## src/verilog/uart_cfg_pkg.sv

```systemverilog
package uart_cfg_pkg;
  // bus geometry
  localparam int AXI_AW = 5;
  localparam int AXI_DW = 32;
  localparam logic [1:0] RESP_OKAY   = 2'b00;
  localparam logic [1:0] RESP_SLVERR = 2'b10;

  // register byte offsets
  localparam logic [AXI_AW-1:0] OFS_FRAME  = 5'h00;
  localparam logic [AXI_AW-1:0] OFS_DIV_LO = 5'h04;
  localparam logic [AXI_AW-1:0] OFS_DIV_HI = 5'h08;
  localparam logic [AXI_AW-1:0] OFS_CTRL   = 5'h0C;
  localparam logic [AXI_AW-1:0] OFS_TXDATA = 5'h10;
  localparam logic [AXI_AW-1:0] OFS_RXDATA = 5'h14;
  localparam logic [AXI_AW-1:0] OFS_STATUS = 5'h18;
  localparam logic [AXI_AW-1:0] OFS_MASK   = 5'h1C;

  // frame_format_control fields
  localparam int FRM_POL  = 0;
  localparam int FRM_CSZ  = 1;
  localparam int FRM_STOP = 3;
  localparam int FRM_PAR  = 4;
  localparam int FRM_MODE = 6;
  localparam logic [7:0] FRAME_RST = 8'h06;

  // control and receive data fields
  localparam int CTL_DSPEED = 0;
  localparam int CTL_CSZ_HI = 1;
  localparam int CTL_BUSY   = 7;
  localparam int RXD_PERR   = 9;

  // field encodings
  localparam logic [1:0] MODE_SYNC = 2'b01;
  localparam logic [1:0] PAR_OFF   = 2'b00;
  localparam logic [1:0] PAR_EVEN  = 2'b10;
  localparam logic [1:0] PAR_ODD   = 2'b11;
  localparam logic [2:0] CSZ_NINE  = 3'h7;

  // baud clock divide factors and divisor widths
  localparam logic [4:0] DIV_NORMAL = 5'h10;
  localparam logic [4:0] DIV_DOUBLE = 5'h08;
  localparam logic [4:0] DIV_SYNC   = 5'h02;
  localparam int DIV_W   = 12;
  localparam int DIV_LOW = 8;

  // interrupt status bits
  localparam int INT_W   = 3;
  localparam int INT_TX  = 0;
  localparam int INT_RX  = 1;
  localparam int INT_PAR = 2;

  typedef enum logic [2:0] {ST_IDLE, ST_START, ST_DATA, ST_PAR, ST_STOP} frame_st_t;
endpackage

```

## src/verilog/baud_prescaler.sv

```systemverilog
module baud_prescaler #(
  parameter int W = 12
) (
  // clock and reset
  input  wire logic         aclk,
  input  wire logic         aresetn,
  // divisor and reload
  input  wire logic [W-1:0] divisor,
  input  wire logic         reload,
  // baud clock enable, one tick every divisor+1 cycles
  output logic              tick
);
  logic [W-1:0] count_q;

  if (W < 1 || W > 16) begin : g_chk
    $error("baud_prescaler: W out of range");
  end

  always_ff @(posedge aclk) begin
    if (!aresetn) begin
      count_q <= '0;
    end else if (reload || count_q == '0) begin
      count_q <= divisor;
    end else begin
      count_q <= count_q - 1'b1;
    end
  end

  assign tick = (count_q == '0) && !reload;

  a_reload_value: assert property (@(posedge aclk) disable iff (!aresetn)
    reload |=> count_q == $past(divisor))
    else $error("prescaler did not reload from divisor");
  a_count_down: assert property (@(posedge aclk) disable iff (!aresetn)
    (count_q != '0 && !reload) |=> count_q == $past(count_q) - 1'b1)
    else $error("prescaler did not count down");
endmodule

```

## src/verilog/uart_frame_core.sv

```systemverilog
// What this block does
// - transmitter inserts computed parity bit when enabled
// - parity field: off, reserved, even, odd
// - receiver checks parity, flags mismatching character
// - stop select gives one or two stop bits
// - receiver ignores the stop select setting
// - size code gives 5,6,7,8 or 9 bits
// - sync polarity picks launch and sample edges
// - 12-bit divisor split over high/low bytes
// - low byte write reloads prescaler at once
// - double speed changes divide 16 to 8
//
// The AXI4-Lite register port and the register offsets were decided locally.
module uart_frame_core (
  // clock and reset
  input  wire logic                             aclk,
  input  wire logic                             aresetn,
  // axi4-lite write
  input  wire logic                             awvalid,
  output logic                                  awready,
  input  wire logic [uart_cfg_pkg::AXI_AW-1:0]  awaddr,
  input  wire logic                             wvalid,
  output logic                                  wready,
  input  wire logic [uart_cfg_pkg::AXI_DW-1:0]  wdata,
  input  wire logic [3:0]                       wstrb,
  output logic                                  bvalid,
  input  wire logic                             bready,
  output logic [1:0]                            bresp,
  // axi4-lite read
  input  wire logic                             arvalid,
  output logic                                  arready,
  input  wire logic [uart_cfg_pkg::AXI_AW-1:0]  araddr,
  output logic                                  rvalid,
  input  wire logic                             rready,
  output logic [uart_cfg_pkg::AXI_DW-1:0]       rdata,
  output logic [1:0]                            rresp,
  // serial pins
  output logic                                  transmit_line,
  input  wire logic                             receive_line,
  output logic                                  sync_serial_clock,
  // interrupt
  output logic                                  irq
);
  import uart_cfg_pkg::*;

  logic [7:0]        frame_q;
  logic [7:0]        div_lo_q;
  logic [3:0]        div_hi_q;
  logic [1:0]        ctl_q;
  logic [INT_W-1:0]  status_q;
  logic [INT_W-1:0]  mask_q;
  logic              irq_q;
  logic              awready_q, wready_q, bvalid_q, arready_q, rvalid_q;
  logic [1:0]        bresp_q, rresp_q;
  logic [31:0]       rdata_q;
  logic [AXI_AW-1:0] waddr_q;
  logic [7:0]        wbyte_q;
  logic              wbit8_q;
  logic              wlane_q;
  logic              do_wr, wr_en, reload, tick;
  logic [DIV_W-1:0]  div_val;
  logic [31:0]       rd_val;
  logic              rd_err;

  // frame configuration decode
  logic [1:0] par_mode;
  logic       par_en, stop2, pol, sync_mode;
  logic [2:0] csz;
  logic [3:0] char_len;
  logic [4:0] factor;
  logic [3:0] half, last;
  logic [8:0] len_mask;

  assign par_mode  = frame_q[FRM_PAR +: 2];
  assign par_en    = (par_mode == PAR_EVEN) || (par_mode == PAR_ODD);
  assign stop2     = frame_q[FRM_STOP];
  assign pol       = frame_q[FRM_POL];
  assign sync_mode = frame_q[FRM_MODE +: 2] == MODE_SYNC;
  assign csz       = {ctl_q[CTL_CSZ_HI], frame_q[FRM_CSZ +: 2]};
  // reserved size codes fall back to eight bits
  assign char_len  = (csz == CSZ_NINE) ? 4'd9 : csz[2] ? 4'd8 : {2'b01, csz[1:0]} + 4'd1;
  assign len_mask  = 9'h1FF >> (4'd9 - char_len);
  assign factor    = sync_mode ? DIV_SYNC : ctl_q[CTL_DSPEED] ? DIV_DOUBLE : DIV_NORMAL;
  assign half      = factor[4:1] - 4'd1 + 4'd1;
  assign last      = 4'(factor - 5'd1);

  baud_prescaler #(.W(DIV_W)) u_presc (
    .aclk    (aclk),
    .aresetn (aresetn),
    .divisor (div_val),
    .reload  (reload),
    .tick    (tick)
  );

  // axi write channel
  assign do_wr  = !awready_q && !wready_q && !bvalid_q;
  assign wr_en  = do_wr && wlane_q;
  assign reload = wr_en && waddr_q[AXI_AW-1:2] == OFS_DIV_LO[AXI_AW-1:2];
  // reload must see the new low byte, not the one being replaced
  assign div_val = reload ? {div_hi_q, wbyte_q} : {div_hi_q, div_lo_q};

  always_ff @(posedge aclk) begin
    if (!aresetn) begin
      awready_q <= 1'b1;
      wready_q  <= 1'b1;
      bvalid_q  <= 1'b0;
      bresp_q   <= RESP_OKAY;
      waddr_q   <= '0;
      wbyte_q   <= '0;
      wbit8_q   <= 1'b0;
      wlane_q   <= 1'b0;
    end else begin
      if (awvalid && awready_q) begin
        awready_q <= 1'b0;
        waddr_q   <= awaddr;
      end
      if (wvalid && wready_q) begin
        wready_q <= 1'b0;
        wbyte_q  <= wdata[7:0];
        wbit8_q  <= wdata[8];
        wlane_q  <= wstrb[0];
      end
      if (do_wr) begin
        awready_q <= 1'b1;
        wready_q  <= 1'b1;
        bvalid_q  <= 1'b1;
        bresp_q   <= (waddr_q[AXI_AW-1:2] == OFS_RXDATA[AXI_AW-1:2]) ? RESP_SLVERR : RESP_OKAY;
      end else if (bvalid_q && bready) begin
        bvalid_q <= 1'b0;
      end
    end
  end

  // configuration registers
  always_ff @(posedge aclk) begin
    if (!aresetn) begin
      frame_q  <= FRAME_RST;
      div_lo_q <= '0;
      div_hi_q <= '0;
      ctl_q    <= '0;
      mask_q   <= '0;
    end else if (wr_en) begin
      unique case (waddr_q[AXI_AW-1:2])
        OFS_FRAME[AXI_AW-1:2]:  frame_q  <= wbyte_q;
        OFS_DIV_LO[AXI_AW-1:2]: div_lo_q <= wbyte_q;
        OFS_DIV_HI[AXI_AW-1:2]: div_hi_q <= wbyte_q[3:0];
        OFS_CTRL[AXI_AW-1:2]:   ctl_q    <= {wbyte_q[CTL_CSZ_HI], wbyte_q[CTL_DSPEED]};
        OFS_MASK[AXI_AW-1:2]:   mask_q   <= wbyte_q[INT_W-1:0];
        default: ;
      endcase
    end
  end

  // transmitter
  frame_st_t  tx_st;
  logic [3:0] tx_ph, tx_cnt;
  logic [8:0] tx_sh;
  logic       tx_par_q, tx_line_q, sck_q, tx_stop_q, tx_done_q, tx_go, tx_end;

  assign tx_go  = wr_en && waddr_q[AXI_AW-1:2] == OFS_TXDATA[AXI_AW-1:2] && tx_st == ST_IDLE;
  assign tx_end = tick && tx_ph == last;

  always_ff @(posedge aclk) begin
    if (!aresetn) begin
      tx_st     <= ST_IDLE;
      tx_ph     <= '0;
      tx_cnt    <= '0;
      tx_sh     <= '0;
      tx_par_q  <= 1'b0;
      tx_line_q <= 1'b1;
      sck_q     <= 1'b0;
      tx_stop_q <= 1'b0;
      tx_done_q <= 1'b0;
    end else begin
      tx_done_q <= 1'b0;
      if (tx_st == ST_IDLE) begin
        tx_ph <= '0;
        sck_q <= pol;
        if (tx_go) begin
          tx_st     <= ST_START;
          tx_sh     <= {ctl_q[CTL_CSZ_HI] & wbit8_q, wbyte_q} & len_mask;
          tx_par_q  <= ^({ctl_q[CTL_CSZ_HI] & wbit8_q, wbyte_q} & len_mask) ^ par_mode[0];
          tx_line_q <= 1'b0;
          sck_q     <= ~pol;
        end
      end else if (tick) begin
        tx_ph <= tx_end ? 4'd0 : tx_ph + 4'd1;
        if (tx_ph == half - 4'd1) begin
          sck_q <= pol;
        end
        if (tx_end) begin
          sck_q <= ~pol;
          unique case (tx_st)
            ST_START: begin
              tx_st     <= ST_DATA;
              tx_line_q <= tx_sh[0];
              tx_sh     <= tx_sh >> 1;
              tx_cnt    <= 4'd1;
            end
            ST_DATA: begin
              if (tx_cnt == char_len) begin
                tx_st     <= par_en ? ST_PAR : ST_STOP;
                tx_line_q <= par_en ? tx_par_q : 1'b1;
                tx_stop_q <= 1'b0;
              end else begin
                tx_line_q <= tx_sh[0];
                tx_sh     <= tx_sh >> 1;
                tx_cnt    <= tx_cnt + 4'd1;
              end
            end
            ST_PAR: begin
              tx_st     <= ST_STOP;
              tx_line_q <= 1'b1;
              tx_stop_q <= 1'b0;
            end
            ST_STOP: begin
              if (stop2 && !tx_stop_q) begin
                tx_stop_q <= 1'b1;
              end else begin
                tx_st     <= ST_IDLE;
                tx_done_q <= 1'b1;
                sck_q     <= pol;
              end
            end
            default: ;
          endcase
        end
      end
    end
  end

  // receiver: one stop bit sampled whatever stop2 says
  frame_st_t  rx_st;
  logic [3:0] rx_ph, rx_cnt;
  logic [8:0] rx_sh, rx_data_q;
  logic       rx_xor_q, rx_bad_q, rx_perr_q, rx_done_q, rx_pev_q, rx_smp;

  assign rx_smp = tick && rx_ph == half;

  always_ff @(posedge aclk) begin
    if (!aresetn) begin
      rx_st     <= ST_IDLE;
      rx_ph     <= '0;
      rx_cnt    <= '0;
      rx_sh     <= '0;
      rx_xor_q  <= 1'b0;
      rx_bad_q  <= 1'b0;
      rx_data_q <= '0;
      rx_perr_q <= 1'b0;
      rx_done_q <= 1'b0;
      rx_pev_q  <= 1'b0;
    end else begin
      rx_done_q <= 1'b0;
      rx_pev_q  <= 1'b0;
      if (rx_st == ST_IDLE) begin
        rx_ph <= '0;
        if (!receive_line) begin
          rx_st    <= ST_START;
          rx_cnt   <= '0;
          rx_xor_q <= 1'b0;
          rx_bad_q <= 1'b0;
        end
      end else if (tick) begin
        rx_ph <= (rx_ph == last) ? 4'd0 : rx_ph + 4'd1;
        if (rx_smp) begin
          unique case (rx_st)
            ST_START: rx_st <= receive_line ? ST_IDLE : ST_DATA;
            ST_DATA: begin
              rx_sh    <= {receive_line, rx_sh[8:1]};
              rx_xor_q <= rx_xor_q ^ receive_line;
              rx_cnt   <= rx_cnt + 4'd1;
              if (rx_cnt + 4'd1 == char_len) begin
                rx_st <= par_en ? ST_PAR : ST_STOP;
              end
            end
            ST_PAR: begin
              rx_bad_q <= rx_xor_q ^ receive_line ^ par_mode[0];
              rx_st    <= ST_STOP;
            end
            ST_STOP: begin
              rx_st     <= ST_IDLE;
              rx_data_q <= rx_sh >> (4'd9 - char_len);
              rx_perr_q <= par_en & rx_bad_q;
              rx_pev_q  <= par_en & rx_bad_q;
              rx_done_q <= 1'b1;
            end
            default: ;
          endcase
        end
      end
    end
  end

  // interrupt status, write one to clear, set wins
  logic [INT_W-1:0] ev, clr;
  assign ev  = {rx_pev_q, rx_done_q, tx_done_q};
  assign clr = (wr_en && waddr_q[AXI_AW-1:2] == OFS_STATUS[AXI_AW-1:2]) ? wbyte_q[INT_W-1:0] : '0;

  always_ff @(posedge aclk) begin
    if (!aresetn) begin
      status_q <= '0;
      irq_q    <= 1'b0;
    end else begin
      status_q <= (status_q & ~clr) | ev;
      irq_q    <= |(status_q & mask_q);
    end
  end

  // axi read channel
  always_comb begin
    rd_val = '0;
    rd_err = 1'b0;
    unique case (araddr[AXI_AW-1:2])
      OFS_FRAME[AXI_AW-1:2]:  rd_val[7:0] = frame_q;
      OFS_DIV_LO[AXI_AW-1:2]: rd_val[7:0] = div_lo_q;
      OFS_DIV_HI[AXI_AW-1:2]: rd_val[3:0] = div_hi_q;
      OFS_CTRL[AXI_AW-1:2]:   begin
        rd_val[CTL_DSPEED] = ctl_q[0];
        rd_val[CTL_CSZ_HI] = ctl_q[1];
        rd_val[CTL_BUSY]   = tx_st != ST_IDLE;
      end
      OFS_TXDATA[AXI_AW-1:2]: rd_err = 1'b1;
      OFS_RXDATA[AXI_AW-1:2]: rd_val[RXD_PERR:0] = {rx_perr_q, rx_data_q};
      OFS_STATUS[AXI_AW-1:2]: rd_val[INT_W-1:0] = status_q;
      OFS_MASK[AXI_AW-1:2]:   rd_val[INT_W-1:0] = mask_q;
      default: rd_err = 1'b1;
    endcase
  end

  always_ff @(posedge aclk) begin
    if (!aresetn) begin
      arready_q <= 1'b1;
      rvalid_q  <= 1'b0;
      rdata_q   <= '0;
      rresp_q   <= RESP_OKAY;
    end else if (arvalid && arready_q) begin
      arready_q <= 1'b0;
      rvalid_q  <= 1'b1;
      rdata_q   <= rd_val;
      rresp_q   <= rd_err ? RESP_SLVERR : RESP_OKAY;
    end else if (rvalid_q && rready) begin
      arready_q <= 1'b1;
      rvalid_q  <= 1'b0;
    end
  end

  assign awready           = awready_q;
  assign wready            = wready_q;
  assign bvalid            = bvalid_q;
  assign bresp             = bresp_q;
  assign arready           = arready_q;
  assign rvalid            = rvalid_q;
  assign rdata             = rdata_q;
  assign rresp             = rresp_q;
  assign transmit_line     = tx_line_q;
  assign sync_serial_clock = sck_q;
  assign irq               = irq_q;

  a_parity_bit_out: assert property (@(posedge aclk) disable iff (!aresetn)
    (tx_st == ST_PAR) |-> transmit_line == tx_par_q)
    else $error("parity bit on line does not match");
  a_reserved_no_par: assert property (@(posedge aclk) disable iff (!aresetn)
    (tx_st == ST_DATA && tx_end && tx_cnt == char_len && par_mode == 2'b01)
    |=> tx_st == ST_STOP)
    else $error("reserved parity mode sent a parity bit");
  a_rx_par_flag: assert property (@(posedge aclk) disable iff (!aresetn)
    (rx_st == ST_STOP && rx_smp && par_en && rx_bad_q) |=> ##1 status_q[INT_PAR])
    else $error("parity mismatch not flagged");
  a_one_stop_end: assert property (@(posedge aclk) disable iff (!aresetn)
    (tx_st == ST_STOP && tx_end && !stop2) |=> tx_st == ST_IDLE && tx_done_q)
    else $error("single stop bit not honoured");
  a_two_stop_hold: assert property (@(posedge aclk) disable iff (!aresetn)
    (tx_st == ST_STOP && tx_end && stop2 && !tx_stop_q) |=> tx_st == ST_STOP && transmit_line)
    else $error("second stop bit missing");
  a_rx_stop_once: assert property (@(posedge aclk) disable iff (!aresetn)
    (rx_st == ST_STOP && rx_smp) |=> rx_st == ST_IDLE && rx_done_q)
    else $error("receiver did not finish after one stop bit");
  a_nine_bits: assert property (@(posedge aclk) disable iff (!aresetn)
    (tx_st == ST_DATA && tx_end && tx_cnt == 4'd9) |-> csz == CSZ_NINE)
    else $error("nine bit size code mis-decoded");
  a_sck_idle_pol: assert property (@(posedge aclk) disable iff (!aresetn)
    (tx_st == ST_IDLE && $past(tx_st) == ST_IDLE && !$past(tx_go)) |-> sync_serial_clock == $past(pol))
    else $error("idle serial clock level wrong");
  a_double_factor: assert property (@(posedge aclk) disable iff (!aresetn)
    (!sync_mode && ctl_q[CTL_DSPEED]) |-> factor == DIV_DOUBLE && last == 4'd7)
    else $error("double speed factor not eight");
  a_irq_level: assert property (@(posedge aclk) disable iff (!aresetn)
    ##1 irq == $past(|(status_q & mask_q)))
    else $error("interrupt level does not follow status and mask");
endmodule

```

## config.mk

```make
export PLATFORM = sky130hd
export DESIGN_NAME = uart_frame_core
export DESIGN_NICKNAME = d
export VERILOG_FILES = /design/src/verilog/uart_cfg_pkg.sv /design/src/verilog/baud_prescaler.sv /design/src/verilog/uart_frame_core.sv
export SDC_FILE = /design/constraint.sdc
export NUM_CORES = 1
export LEC_CHECK = 0
export ABC_AREA = 0
export BUFFER_PORTS_ARGS = -buffer_cell sky130_fd_sc_hd__buf_2
export CORE_AREA = 2 2 135 98
export CTS_CLUSTER_DIAMETER = 30
export DETAILED_ROUTE_END_ITERATION = 6
export DIE_AREA = 0 0 137 100
export HOLD_SLACK_MARGIN = 0.1
export PLACE_DENSITY = 0.83
export SLEW_MARGIN = 25
export SYNTH_ARGS = -nofsm -noshare
export SYNTH_HDL_FRONTEND = slang
export SYNTH_HIERARCHICAL = 1
export SYNTH_SLANG_ARGS = --single-unit
```

## constraint.sdc

```tcl
create_clock -name aclk -period 4.4 [get_ports aclk]
set_clock_uncertainty 0.15 [all_clocks]
set_input_delay 1.32 -clock aclk [delete_from_list [all_inputs] [get_ports aclk]]
set_output_delay 1.32 -clock aclk [all_outputs]
set_load 0.03 [all_outputs]
```

==> impl_metrics.json <==
{
  "fin_tns_setup_ns": 0,
  "cts.root.buffer_cell": "sky130_fd_sc_hd__clkbuf_16",
  "synth-warning-count": 6,
  "highest_metal_layer_with_signal_wires": "met4",
  "detail_route.wl_per_cell_um": 16.9,
  "most-common-layout-cells": "sky130_fd_sc_hd__dfxtp_1 (130), sky130_fd_sc_hd__nand2_1 (107), sky130_fd_sc_hd__nor2_1 (81)",
  "regToRegStartpoint": "frame_q[1]$_SDFFE_PN1P_",
  "detail_route.vias_per_cell": 5.97,
  "ys_types": 82,
  "yosys_register_bits": 130,
  "grt_antenna_before_repair": 0,
  "detailedRoute.firstIterationViolations": 685,
  "hold_buffers": 0,
  "grt_start_max_net_pins": 51,
  "tritoncts": "done",
  "synth-edff-count": 0,
  "place_congestion": 0.909,
  "setup.worst_path.end_class": "flop",
  "max_freq_mhz": 268,
  "firstDrtPassIters": 5,
  "tritoncts.num_buffers": 17,
  "wirelength_met1_um": 8280,
  "worstSetupStartpointType": "flop",
  "reg2reg_depth": 11,
  "fp.coreArea_mm2": 0.0126,
  "floorplan.die.width_um": 137,
  "critical_path.reg2reg.endpoint": "tx_par_q$_SDFFE_PN0P_",
  "path_buf_inv": 2,
  "critical_path_depth": 11,
  "diode_count": 0,
  "worst-slew-pin-transition_ns": 0.857,
  "syn_area_per_cell_um2": 8.44,
  "period_share_pct": 84.8,
  "starting_density_of_the_core_pct": 55.7,
  "slew_violations": 0,
  "power_leakage_nw": 3.03,
  "worst_hold_path_type": "flop to flop",
  "worst_skew_pair.late_latency_ns": 0.42,
  "worst-r2r-setup-slack_ns": 0.67,
  "syn2layout_area_growth_pct": 12.0,
  "layout.cell_area.non_filler_mm2": 0.00787,
  "cts_repair_resize_count": 0,
  "drc": 0,
  "clock_sink_count": 130,
  "grt_setup_unrepaired": "no",
  "drive_above_1_share_pct": 15.5,
  "netlist.top_cell.by_area": "sky130_fd_sc_hd__dfxtp_1",
  "place_hpwl_um": 12200,
  "report.power.total_w": 0.00345,
  "grt_pass1_wl_um": 27900,
  "slew_headroom_pct": 42.7,
  "total_number_of_vias": 6139,
  "path_clk_slew_ns": 0.06,
  "timing.critical_path.from": "frame_q[1]$_SDFFE_PN1P_",
  "path_delay_family": "simple AND/OR/NAND/NOR gates",
  "global_route.usage.total_pct": 26.0,
  "antenna_nets_post_route": 0,
  "fp.dieH_um": 100,
  "num-nets-final": 914,
  "post_cts_buffers": 0,
  "post_synthesis_sequential_area_ratio_pct": 37.1,
  "power-per-cell-area_mw_per_mm2": 438,
  "final-hold-violation-count": 0,
  "crit_slowest_cell": "sky130_fd_sc_hd__ha_1",
  "timing_worst_setup_path_type": "flop to flop",
  "placement.cell_area_mm2": 0.00720,
  "finalSetupViolCount": 0,
  "first_global_vias": 5394,
  "met3_routed_wl_um": 1570,
  "synth_cells": 832,
  "timing.critical_path.slowest_cell_delay_ns": 0.49,
  "synth-async-reset-ratio_pct": 0,
  "vdd.ir_drop.worst_mv": 0.360,
  "synth_area_mm2": 0.00702,
  "synth.area.top_cells": "sky130_fd_sc_hd__dfxtp_1 (37%), sky130_fd_sc_hd__mux2i_1 (8.1%), sky130_fd_sc_hd__nand2_1 (5.7%)",
  "wirelength_um": 17400,
  "cts-root-to-sink-buffers": 2,
  "drv.max_cap_violation_count": 0,
  "final_common_cell": "sky130_fd_sc_hd__dfxtp_1",
  "rows": 35,
  "critical_path_arrival_ns": 3.93,
  "place.port_buffers": 43,
  "worstSetupEndpoint": "tx_par_q$_SDFFE_PN0P_",
  "post-synth-top-area-fraction_pct": 37.1,
  "ys_dominant_reg_cell": "sky130_fd_sc_hd__dfxtp_1",
  "status": "finished clean",
  "grt_remaining_overflow": 0,
  "biggest_fanout_along_the_worst_timing_path": 9,
  "die-area_mm2": 0.0137,
  "io-pin-count": 98,
  "detailed_routed_wire_length_on_met2_um": 7270,
  "cp_cell_sequence": "ha_1 -> nor2b_1 -> buf_4 -> inv_1 -> ha_1 -> nor2_1 -> nand3_1 -> xnor3_1 -> xnor2_1 -> or4_1 -> nand3_1",
  "timing.final.crit_period_ns": 3.73,
  "timing.critical_path.required_ns": 4.60,
  "number_of_levels_the_h_tree_was_split_into": 4
}
## state kept, by name (all words and copies together), names as in the netlist, 8 cells and up
register	flops
u_presc/count_q	12
rdata	10
rx_data_q	9
rx_sh	9
tx_sh	9
div_lo_q	8
frame_q	8
wbyte_q	8
## metrics by stage
step	worst slack [ns]	util (%)	hold WS, ns	instances
final	0.670	62.4	0.302	1029
after global placement	0.870	57.1	0.267	997
after floorplan	1.07	-	0.263	855
after global routing	0.535	62.4	0.330	1029
after CTS	0.760	62.4	0.304	1029
after detailed placement	0.792	57.1	0.287	997
## final cells by class
| type | count | area, um^2 |
|---|---|---|
| Multi-Input combinational cell | 634 | 4060 |
| Clock buffer | 18 | 439 |
| Fill cell | 1038 | 4750 |
| Tap cell | 166 | 208 |
| Timing Repair Buffer | 50 | 268 |
| Sequential cell | 130 | 2600 |
| Inverter | 17 | 63.8 |
| Clock inverter | 14 | 224 |
## layer usage
layer	vias to the layer above	global-route usage (%)
li1	2930	-
met1	2867	40.0
met2	318	36.2
met3	24	5.45
met4	0	7.53
met5	-	0
## power breakdown
group | internal [W] | total (W) | switching (W)
registers | 0.00123 | 0.00130 | 0.0000710
logic | 0.000219 | 0.000554 | 0.000335
clock network | 0.00103 | 0.00159 | 0.000559
total | 0.00248 | 0.00345 | 0.000965
## worst min path at each step
stage,from,to,slack (ns),depth (start not counted)
finish,bresp[1]$_SDFFE_PN0N_,bresp[1]$_SDFFE_PN0N_,0.30,2
global route,rdata[8]$_SDFFE_PN0P_,rdata[8]$_SDFFE_PN0P_,0.33,2
CTS,bresp[1]$_SDFFE_PN0N_,bresp[1]$_SDFFE_PN0N_,0.30,2
detailed placement,rx_done_q$_SDFF_PP0_,status_q[1]$_SDFF_PN0_,0.29,2
global placement,rx_done_q$_SDFF_PP0_,status_q[1]$_SDFF_PN0_,0.27,2
floorplan,tx_done_q$_SDFF_PP0_,status_q[0]$_SDFF_PN0_,0.26,2
## tightest hold or removal path, cell delays in order, from the launching register on
cell	delay (ns)
sky130_fd_sc_hd__dfxtp_1	0.31
sky130_fd_sc_hd__nand2_1	0.05
sky130_fd_sc_hd__a21oi_1	0.05
## cell families after synthesis
family	synth area share, %
and+or+nand+nor	23.2
AOI/OAI and AO/OA	15.7
muxes	12.0
other	0.0534
DFF	37.1
adders and majority gates	1.78
buffers and inverters	6.45
xor gates and xnor gates	3.81
## synth_stat cells, types with 3 or more instances
master                        n
sky130_fd_sc_hd__dfxtp_1    130
sky130_fd_sc_hd__nand2_1    107
sky130_fd_sc_hd__nor2_1      81
sky130_fd_sc_hd__a21oi_1     62
sky130_fd_sc_hd__mux2i_1     57
sky130_fd_sc_hd__clkbuf_1    39
sky130_fd_sc_hd__nand3_1     36
sky130_fd_sc_hd__buf_4       24
sky130_fd_sc_hd__o21ai_0     23
sky130_fd_sc_hd__xnor2_1     18
sky130_fd_sc_hd__inv_1       16
sky130_fd_sc_hd__a211oi_1    15
sky130_fd_sc_hd__mux2_2      15
sky130_fd_sc_hd__and2_1      14
sky130_fd_sc_hd__nand2b_1    14
sky130_fd_sc_hd__ha_1        10
sky130_fd_sc_hd__nor3_1      10
sky130_fd_sc_hd__xor2_1      10
sky130_fd_sc_hd__or3_1        8
sky130_fd_sc_hd__nand3b_1     7
sky130_fd_sc_hd__nor2b_1      7
sky130_fd_sc_hd__and3_1       6
sky130_fd_sc_hd__nand4_1      6
sky130_fd_sc_hd__o211ai_1     6
sky130_fd_sc_hd__or2_2        6
sky130_fd_sc_hd__a31oi_1      5
sky130_fd_sc_hd__buf_2        5
sky130_fd_sc_hd__nor3b_1      5
sky130_fd_sc_hd__a21oi_2      4
sky130_fd_sc_hd__buf_1        4
sky130_fd_sc_hd__mux4_2       4
sky130_fd_sc_hd__nand4b_1     4
sky130_fd_sc_hd__a2111o_1     3
sky130_fd_sc_hd__a22oi_1      3
sky130_fd_sc_hd__a2bb2oi_1    3
sky130_fd_sc_hd__a311oi_1     3
sky130_fd_sc_hd__a31o_2       3
sky130_fd_sc_hd__o31ai_1      3
sky130_fd_sc_hd__o32ai_1      3
Power figures use the tool's default switching activity.
